$ cat config.mk
export PLATFORM = sky130hd
export DESIGN_NAME = rec_top
export DESIGN_NICKNAME = d
export VERILOG_FILES = /design/src/rtl/rec_pkg.sv /design/src/rtl/rec_top.sv
export SDC_FILE = /design/constraint.sdc
export NUM_CORES = 1
export LEC_CHECK = 0
export BUFFER_PORTS_ARGS = -buffer_cell sky130_fd_sc_hd__buf_4
export CAP_MARGIN = 10
export CORE_ASPECT_RATIO = 1.75
export CORE_MARGIN = 4
export CORE_UTILIZATION = 32
export CTS_BUF_LIST = sky130_fd_sc_hd__clkbuf_2 sky130_fd_sc_hd__clkbuf_4 sky130_fd_sc_hd__clkbuf_8
export CTS_CLUSTER_SIZE = 16
export DETAILED_ROUTE_END_ITERATION = 8
export PLACE_DENSITY_LB_ADDON = 0.08
export SYNTH_ARGS = -nofsm -noshare
export SYNTH_HDL_FRONTEND = slang
export SYNTH_SLANG_ARGS = --single-unit
$ cat constraint.sdc
create_clock -name ref_clk -period 3.8 [get_ports ref_clk]
set_input_delay 0.38 -clock ref_clk [delete_from_list [all_inputs] [get_ports ref_clk]]
set_output_delay 0.38 -clock ref_clk [all_outputs]
set_load 0.005 [all_outputs]
$ cat src/rtl/rec_pkg.sv
// Constants for the regulator enable control block
package rec_pkg;
   localparam logic [7:0] REC_CTRL_ADDR = 8'h02;
   localparam logic [7:0] REC_STAT_ADDR = 8'h03;
   localparam logic [7:0] REC_SEQ1_ADDR = 8'h04;
   localparam logic [7:0] REC_SEQ2_ADDR = 8'h05;
   localparam logic [7:0] REC_CTRL_RST = 8'h00;
   localparam logic [7:0] REC_STAT_RST = 8'h00;
   localparam logic [7:0] REC_SEQ_RST = 8'h00;
   localparam logic [7:0] REC_CTRL_MASK = 8'h7f;
   localparam logic [7:0] REC_STAT_MASK = 8'h3f;
   localparam logic [7:0] REC_SEQ1_MASK = 8'h3f;
   localparam logic [7:0] REC_SEQ2_MASK = 8'h7f;
   localparam int REC_BIT_BST = 0;
   localparam int REC_BIT_AVDD = 1;
   localparam int REC_BIT_VGON = 2;
   localparam int REC_BIT_VGOFF = 3;
   localparam int REC_BIT_GS = 4;
   localparam int REC_BIT_VCOM = 5;
   localparam int REC_BIT_TRIG = 6;
   localparam int REC_STAGES = 4;
   localparam logic [7:0] REC_STEP_CYC = 8'h10;
   typedef enum logic [1:0] {REC_IDLE, REC_UP, REC_DOWN} rec_seq_t;
endpackage

$ cat src/rtl/rec_top.sv
// Regulator enable control and power status logic
`timescale 1ns/10ps
module rec_top
   import rec_pkg::*;
#(
   parameter int STEP_CYC = 16
) (
   input wire logic ref_clk, // 50 MHz system clock
   input wire logic nrst, // Synchronous reset, active low
   input wire logic wr_en, // Register write strobe from serial slave
   input wire logic [7:0] wr_addr, // Register write address
   input wire logic [7:0] wr_data, // Register write data
   input wire logic [7:0] rd_addr, // Register read address
   input wire logic en_autoseq, // Automatic sequencing selected
   input wire logic bst_ready, // Boost reports ready (pin)
   input wire logic avdd_good, // Analog rail power-good (pin)
   input wire logic delay_pin, // Delay pin above threshold (pin)
   input wire logic [3:0] stage_ready, // Stage settled: 3 vgoff 2 vgon 1 avdd 0 boost (pins)
   output logic [7:0] rd_data, // Registered read data
   output logic [5:0] reg_enable, // Enables: 5 buffer 4 shading 3..0 stages
   output logic seq_busy // Sequence in progress
);
   // ----------------------------------------------------------------
   // Input synchronisers
   // ----------------------------------------------------------------
   logic [7:0] meta_q;
   logic [7:0] sync_q;
   logic auto_q;
   logic bst_rdy_s;
   logic avdd_good_s;
   logic delay_s;
   logic [3:0] stg_rdy_s;

   // Two flops on every pin; only sync_q is read by logic
   always_ff @(posedge ref_clk) begin
      if (!nrst) begin
         meta_q <= 8'h00;
         sync_q <= 8'h00;
      end else begin
         meta_q <= {stage_ready, delay_pin, avdd_good, bst_ready, 1'b0};
         sync_q <= meta_q;
      end
   end
   assign bst_rdy_s = sync_q[1];
   assign avdd_good_s = sync_q[2];
   assign delay_s = sync_q[3];
   assign stg_rdy_s = sync_q[7:4];

   // Configuration selection from same clock logic
   always_ff @(posedge ref_clk) begin
      if (!nrst) begin
         auto_q <= 1'b0;
      end else begin
         auto_q <= en_autoseq;
      end
   end

   // ----------------------------------------------------------------
   // Control and sequence programming registers
   // ----------------------------------------------------------------
   logic [7:0] ctrl_q;
   logic [7:0] ctrl_d;
   logic [7:0] seq1_q;
   logic [7:0] seq2_q;
   logic [7:0] stat_q;
   rec_seq_t seq_st_q;
   logic wr_ctrl;
   logic boost_ok;

   assign wr_ctrl = wr_en && (wr_addr == REC_CTRL_ADDR);
   assign boost_ok = ctrl_q[REC_BIT_BST] && stat_q[REC_BIT_BST];

   // Write merge; downstream enables refused until boost is up and ready
   always_comb begin
      ctrl_d = ctrl_q;
      if (wr_ctrl) begin
         ctrl_d = wr_data & REC_CTRL_MASK;
         if (!boost_ok) begin
            ctrl_d[REC_BIT_AVDD] = 1'b0;
            ctrl_d[REC_BIT_VGON] = 1'b0;
            ctrl_d[REC_BIT_VGOFF] = 1'b0;
         end
      end
      // Losing the boost drops the downstream enables too
      if (!ctrl_d[REC_BIT_BST]) begin
         ctrl_d[REC_BIT_AVDD] = 1'b0;
         ctrl_d[REC_BIT_VGON] = 1'b0;
         ctrl_d[REC_BIT_VGOFF] = 1'b0;
      end
   end

   always_ff @(posedge ref_clk) begin
      if (!nrst) begin
         ctrl_q <= REC_CTRL_RST;
      end else begin
         ctrl_q <= ctrl_d;
      end
   end

   // Programming is frozen while a sequence runs
   always_ff @(posedge ref_clk) begin
      if (!nrst) begin
         seq1_q <= REC_SEQ_RST;
         seq2_q <= REC_SEQ_RST;
      end else if (wr_en && seq_st_q == REC_IDLE) begin
         if (wr_addr == REC_SEQ1_ADDR) begin
            seq1_q <= wr_data & REC_SEQ1_MASK;
         end
         if (wr_addr == REC_SEQ2_ADDR) begin
            seq2_q <= wr_data & REC_SEQ2_MASK;
         end
      end
   end

   // ----------------------------------------------------------------
   // Automatic sequencer
   // ----------------------------------------------------------------
   logic seq_on_q;
   logic [7:0] step_q;
   logic [2:0] slot_q;
   logic [3:0] auto_en_q;
   logic trig;
   localparam logic [7:0] STEP_LAST = 8'(STEP_CYC - 1);

   assign trig = ctrl_q[REC_BIT_TRIG];

   // Stages come up in order boost, rail, positive, negative; down in reverse.
   // Slot programming is only stored and read back here; the matrix itself stays off-block.
   always_ff @(posedge ref_clk) begin
      if (!nrst) begin
         seq_st_q <= REC_IDLE;
         seq_on_q <= 1'b0;
         step_q <= 8'h00;
         slot_q <= 3'h0;
         auto_en_q <= 4'h0;
      end else begin
         case (seq_st_q)
            REC_IDLE: begin
               step_q <= 8'h00;
               slot_q <= 3'h0;
               if (!auto_q) begin
                  seq_on_q <= 1'b0;
                  auto_en_q <= 4'h0;
               end else if (trig && !seq_on_q) begin
                  seq_st_q <= REC_UP;
               end else if (!trig && seq_on_q) begin
                  seq_st_q <= REC_DOWN;
               end
            end
            REC_UP: begin
               if (step_q == STEP_LAST) begin
                  step_q <= 8'h00;
                  auto_en_q[slot_q[1:0]] <= 1'b1;
                  slot_q <= slot_q + 3'h1;
                  if (slot_q == 3'(REC_STAGES - 1)) begin
                     seq_st_q <= REC_IDLE;
                     seq_on_q <= 1'b1;
                  end
               end else if (slot_q != 3'h1 || stat_q[REC_BIT_BST]) begin
                  step_q <= step_q + 8'h01;
               end
            end
            REC_DOWN: begin
               if (step_q == STEP_LAST) begin
                  step_q <= 8'h00;
                  auto_en_q[2'(3 - slot_q[1:0])] <= 1'b0;
                  slot_q <= slot_q + 3'h1;
                  if (slot_q == 3'(REC_STAGES - 1)) begin
                     seq_st_q <= REC_IDLE;
                     seq_on_q <= 1'b0;
                  end
               end else begin
                  step_q <= step_q + 8'h01;
               end
            end
            default: begin
               seq_st_q <= REC_IDLE;
            end
         endcase
      end
   end

   // ----------------------------------------------------------------
   // Enables and status
   // ----------------------------------------------------------------
   logic [3:0] stage_en;
   logic [5:0] en_d;

   assign stage_en = auto_q ? auto_en_q : ctrl_q[3:0];

   always_comb begin
      en_d[3:0] = stage_en;
      // Buffer follows the analog rail switch status and good flag unless disabled
      en_d[REC_BIT_VCOM] = !ctrl_q[REC_BIT_VCOM] && stat_q[REC_BIT_AVDD] && avdd_good_s;
      // Shading waits for all soft-starts and the delay pin
      en_d[REC_BIT_GS] = !ctrl_q[REC_BIT_GS] && (&stat_q[3:0]) && delay_s;
   end

   always_ff @(posedge ref_clk) begin
      if (!nrst) begin
         reg_enable <= 6'h00;
         seq_busy <= 1'b0;
      end else begin
         reg_enable <= en_d;
         seq_busy <= (seq_st_q != REC_IDLE);
      end
   end

   // Status: stages enabled and settled, shading enabled, buffer enabled with rail good; a status bit lags its enable by one cycle
   // Boost status also needs its ready pin, so downstream enables wait on it
   always_ff @(posedge ref_clk) begin
      if (!nrst) begin
         stat_q <= REC_STAT_RST;
      end else begin
         stat_q[3:0] <= reg_enable[3:0] & stg_rdy_s & {3'h7, bst_rdy_s};
         stat_q[REC_BIT_GS] <= reg_enable[REC_BIT_GS];
         stat_q[REC_BIT_VCOM] <= reg_enable[REC_BIT_VCOM] && avdd_good_s;
         stat_q[7:6] <= 2'h0;
      end
   end

   // ----------------------------------------------------------------
   // Read path
   // ----------------------------------------------------------------
   always_ff @(posedge ref_clk) begin
      if (!nrst) begin
         rd_data <= 8'h00;
      end else begin
         case (rd_addr)
            REC_CTRL_ADDR: rd_data <= ctrl_q & REC_CTRL_MASK;
            REC_STAT_ADDR: rd_data <= stat_q & REC_STAT_MASK;
            REC_SEQ1_ADDR: rd_data <= seq1_q;
            REC_SEQ2_ADDR: rd_data <= seq2_q;
            default: rd_data <= 8'h00;
         endcase
      end
   end
endmodule // rec_top

==> flow_metrics.tcl, run 1 <==
set metrics [dict create \
    grt_pass1_vias 2460 \
    holdBufCountCts 0 \
    die_w_um 82.32 \
    reg2reg_to "auto_en_q[2]" \
    clock_path_buffers 2 \
    postPlaceCellArea_um2 3546 \
    pin_count 50 \
    cp_max_fo 9 \
    ys.warnings.count 0 \
    synth-seq-cells 73 \
    relSlewSlack 0.3844 \
    dp_hpwl_mm 5.806 \
    viasPerCell 5.086 \
    postCtsSetupBuffers 0 \
    row_count 47 \
    final_common_cell "dfxtp_1" \
    hold_depth 2 \
    worstHoldStart "delay_pin" \
    postSynthCellCount 317 \
    diodes 0 \
    rrSetupSlack_ps 1710 \
    nets 407 \
    path_delay_family "compound AO/OA/AOI/OAI gates" \
    fin_crit_sh 0.5492 \
    ys.flop_type "dfxtp_1" \
    numCtsBuffers 9 \
    cp_cell_sequence "inv_1 > ha_1 > a21oi_1 > and4_1 > a21oi_1 > a311oi_1" \
    fin_skew_ps 13.32 \
    cts_max_level 3 \
    num_vias 2487 \
    dr.pass1.iters 4 \
    grt-ovfl-total 0 \
    cts_root_buf "clkbuf_8" \
    worst_slew_pin_slew_ps 916.3 \
    slowest_stage "a21oi_1" \
    final_max_slew_viol_count 0 \
    fp.dieArea_um2 11360 \
    min_period_ps 2087 \
    reg2regPathDepth 6 \
    grt_pass1_wl_mm 12.68 \
    required_ps 4070 \
    wl_per_cell_um 16.16 \
    clk_pin_slew_worst_paths_ps 90 \
    critPathKind "reg -> reg" \
    async_reset_ff_frac 0 \
    p_per_area_nw_per_um2 393.1 \
    final_cell_mix "dfxtp_1 (73), buf_4 (49), nor2_1 (34), mux2i_1 (29), and2_1 (17)" \
    register_area_um2 1461 \
    hold_viol_final 0 \
    r2r_start "seq_st_q[0]" \
    rsz0062_at_grt "false" \
    cts_tree "built" \
    clk_latency_ps 360 \
    drc 0 \
    hp-class "in -> reg" \
    fmax_mhz 479.2 \
    grt_util_all_layers 0.1478 \
    drive_above_1_share 0.1935 \
    fin_util 0.3939 \
    whs_ps 220.0 \
    synthesis.nets 362 \
    die_height_um 138.1 \
    crit_buf_inv 1 \
    cts_sinks 73 \
    crit_cells 6 \
    syn_to_final_growth_pct 20.59 \
    crit_top_cell "a21oi_1" \
    coreArea_um2 9468 \
    worst_setup_path_end_kind "flip-flop" \
    drv_cap 0 \
    crit_path_start_kind "flip-flop" \
    grt_max_degree 37 \
    gp_congestion 0.7905 \
    drtIter0Drc 90 \
    stdcell_area_um2 3730 \
    multi_input_area_um2 1538 \
    n_fill_cell 954 \
    status "completed" \
    antenna_found_initial 0 \
    hold_path_end "meta_q[3]" \
    critPathLaunch "seq_st_q[0]" \
    setup_viol 0 \
    netlist_area_um2 3093 \
    ant_nets 0 \
    totalWireLength_mm 7.903 \
    cts_resized 0 \
    io_buffers 47 \
    max_stage_delay_ps 500 \
    ir_worst_vdd_uv 162.4 \
    ys_seq_area_frac 0.4725 \
    setup_tns_ps 0 \
    start_util 0.3267 \
    synth.distinct_cells 46 \
    p_leak_nw 1.441 \
    syn_avg_cell_area_um2 9.757 \
    synth_edf_count 0 \
    cp.arrival_ps 2360 \
]
==> flip-flops by register name, indices dropped and copies added (netlist names) <==
register    flops
slot_q          3
rd_data         7
meta_q          7
seq1_q          6
step_q          8
seq2_q          7
seq_on_q        1
auto_q          1
ctrl_q          7
seq_st_q        2
sync_q          7
auto_en_q       4
seq_busy        1
reg_enable      6
stat_q          6
==> synthesized netlist by cell type (4+ instances only) <==
cell type	instances	area share
nor2_1	34	0.041
a22oi_1	6	0.015
or3_1	5	0.010
dfxtp_1	73	0.47
mux2i_1	29	0.094
a21oi_1	14	0.023
and2_1	17	0.034
nand3b_1	6	0.015
a311oi_1	4	0.011
nand3_1	13	0.021
nor2b_1	7	0.014
clkbuf_1	13	0.016
inv_1	7	0.0085
o21ai_0	9	0.015
o2bb2ai_1	5	0.014
ha_1	10	0.040
nand2_1	9	0.011
o22ai_1	6	0.012
a211oi_1	6	0.015
and3_1	7	0.014
==> layout make-up <==
type	instances	share of cell area
multi-input combinational	222	0.4123
sequential	73	0.3918
timing repair buffer	49	0.09862
tap	122	0.04093
clock buffer	9	0.03321
clock inverter	7	0.01610
inverter	7	0.007045
==> metal layers <==
| metal | global-route usage | routed length (µm) | up-vias |
|---|---|---|---|
| met2 | 0.2669 | 4429 | 50 |
| met4 | 0.06480 | 209 | 0 |
| li1 | - | - | 1235 |
| met5 | 0 | 0 | - |
| met1 | 0.1515 | 2926 | 1188 |
| met3 | 0.04036 | 338 | 14 |
==> worst max-delay path by stage <==
stage / endpoint
final: auto_en_q[2]
after global routing: step_q[1]
after CTS: auto_en_q[2]
after detailed placement: ctrl_q[5]
after global placement: ctrl_q[4]
after floorplan: seq2_q[3]
==> through the flow <==
stage               setup slack (ps)  power, mW  instances
floorplan                       1879     0.8548        317
global placement                1701     0.9043        473
detailed placement              1707     0.9050        473
CTS                             1743      1.491        489
global route                    1548      1.534        489
finish                          1713      1.466        489
==> cell families after synthesis <==
group,after synthesis,synth area share
buffers and inverters,22,0.03034
DFF,73,0.4725
other,1,0.001212
and+or+nand+nor,122,0.2306
AOI/OAI and AO/OA,58,0.1246
muxes,30,0.09749
adders and majority gates,10,0.04045
xor gates and xnor gates,1,0.002832
==> where the power goes <==
group	switching, mW	total, mW	internal, mW
Clock	0.332	0.580	0.248
Sequential	0.00484	0.779	0.774
Combinational	0.0586	0.108	0.0490
Total	0.395	1.47	1.07
No activity file was read; power rests on OpenSTA's default activity.
==> inputs of run 2 (changes only) <==
- ABC_AREA: default -> 1
- clock period: 3.8 -> 2.1 ns (I/O delays scaled with it)
==> run 2 against run 1 <==
  * Clock skew is 2.8 ps lower
  * Register-to-register slack lost 1300 ps
  * Utilization shrank 0.18 points
  * Synthesized area rose by 9.3%
  * Via count up 22%
  * Critical path type unchanged
==> flow_metrics.tcl, run 2 <==
set metrics [dict create \
    postSynthCellCount 490 \
    cts_root_buf "clkbuf_8" \
    grt_util_all_layers 0.1447 \
    io_buffers 47 \
    antenna_found_initial 0 \
    hp-class "in -> reg" \
    setup_viol 0 \
    postCtsSetupBuffers 0 \
    wl_per_cell_um 12.54 \
    die_height_um 144.0 \
    synth_area_leaders "dfxtp_1 (43%), nand2_1 (11%), nand3_1 (8.4%)" \
    hold_viol_final 0 \
    worst_slew_pin_slew_ps 512.2 \
    yosysMostFrequentCell "nand2_1" \
    p_leak_nw 1.879 \
    cts_max_level 3 \
    numCtsBuffers 9 \
    start_util 0.3282 \
    ys_top_cells_by_count "nand2_1 (101), dfxtp_1 (73), nor2_1 (72)" \
    fin_util 0.3921 \
    crit_top_cell "nand2_1" \
    final_max_slew_viol_count 0 \
    drv_cap 0 \
    top_register "step_q" \
    grt-ovfl-total 0 \
    pin_count 50 \
    coreArea_um2 10300 \
    largest_reg_flops 8 \
    drtIter0Drc 75 \
    highest_layer "met4" \
    grt_max_degree 36 \
    wl_met1_mm 3.149 \
    ys_seq_area_frac 0.4323 \
    synth_top_area_share 0.4323 \
    synth.distinct_cells 31 \
    diodes 0 \
    required_ps 2340 \
    synthesis.nets 535 \
    async_reset_ff_frac 0 \
    fin_skew_ps 10.52 \
    row_count 49 \
    synth-seq-cells 73 \
    die_w_um 85.70 \
    route.met2.wl_mm 4.879 \
    clk_pin_slew_worst_paths_ps 90 \
    rsz0062_at_grt "false" \
    synth_edf_count 0 \
    gp_congestion 0.8111 \
    drc 0 \
    fp.dieArea_um2 12340 \
    slowest_stage "dfxtp_1" \
    holdBufCountCts 0 \
    grt_pass1_vias 2823 \
    stdcell_area_um2 4039 \
    cts_tree "built" \
    syn_avg_cell_area_um2 6.899 \
    netlist_area_um2 3381 \
    n_fill_cell 1092 \
    nets 582 \
    setup_tns_ps 0 \
    syn_to_final_growth_pct 19.47 \
    clk_latency_ps 350 \
    num_vias 3033 \
    placedCellCount 653 \
    dp_hpwl_mm 6.495 \
    yosysTopAreaCell "dfxtp_1" \
    clock_path_buffers 2 \
    p_per_area_nw_per_um2 807.7 \
    viasPerCell 4.534 \
    worst_setup_path_end_kind "flip-flop" \
    wl_met3_um 253 \
    status "completed" \
    ys.warnings.count 0 \
    critPathKind "reg -> reg" \
    crit_path_start_kind "flip-flop" \
    grt_pass1_wl_mm 13.83 \
    ir_worst_vdd_uv 405.4 \
    max_stage_delay_ps 330 \
    ant_nets 0 \
    totalWireLength_mm 8.392 \
    ys.flop_type "dfxtp_1" \
    drive_above_1_share 0.1494 \
    cts_resized 0 \
    fin_cells 669 \
    fmax_mhz 584.6 \
    cp_cell_sequence "inv_1 > ha_1 > nand2_1 > nor2_2 > nand2_1 > o21ai_0 > nor2_1" \
    cts_sinks 73 \
    postPlaceCellArea_um2 3850 \
    cp_max_fo 8 \
    fin_crit_sh 0.8145 \
    cp.arrival_ps 1960 \
    relSlewSlack 0.6572 \
    dr.pass1.iters 6 \
    final_common_cell "nand2_1" \
    min_period_ps 1710 \
    final_cell_mix "nand2_1 (101), dfxtp_1 (73), nor2_1 (72), inv_1 (69), nand3_1 (57)" \
]
[run 2: cell families after synthesis]
kind of cell,Yosys count,synth area share
AOI/OAI and AO/OA,68,0.1058
adders and majority gates,10,0.03701
buffers and inverters,88,0.1036
DFF,73,0.4323
other,1,0.001109
and+or+nand+nor,250,0.3201
[run 2: metal layers]
| layer | global-route usage | vias up |
|---|---|---|
| met5 | 0 | - |
| met4 | 0.05338 | 0 |
| met3 | 0.03193 | 7 |
| met2 | 0.2869 | 31 |
| met1 | 0.1430 | 1362 |
| li1 | - | 1633 |
[run 2: final cells by class]
class                      count  area [µm²]  area share
multi-input combinational    329        1569      0.3885
sequential                    73        1461      0.3618
timing repair buffer          52       390.4     0.09665
inverter                      72       270.3     0.06691
tap                          127       158.9     0.03934
clock buffer                  10       137.6     0.03408
clock inverter                 6       51.30     0.01270
[run 2: stage by stage]
step	setup slack [ps]	hold WS, ps	power [mW]
final	389.5	32.75	3.262
after global routing	149.9	16.74	3.491
after CTS	314.1	5.657	3.330
after detailed placement	331.7	397.5	2.271
after global placement	377.3	390.5	2.260
after floorplan	618.8	307.6	2.079
[run 2: critical path: cells and delay by family (launching register included)]
kind,cells,cell delay [ps]
AND/OR/NAND/NOR,4,660
flip-flops,1,330
adder cells (fa/ha/maj),1,320
AO/OA/AOI/OAI,1,190
buffers and inverters,1,100
[run 2: final timing paths]
check	from	endpoint	slack, ps	depth (start not counted)
min reg2reg	sync_q[5]	stat_q[1]	410	2
max	seq_st_q[0]	seq1_q[0]	390	7
max reg2reg	seq_st_q[0]	seq1_q[0]	390	7
min	avdd_good	meta_q[2]	30	3
[run 2: where the power goes]
part | internal (mW) | switching [mW]
clock | 0.475 | 0.563
combinational | 0.247 | 0.454
sequential | 1.46 | 0.0614
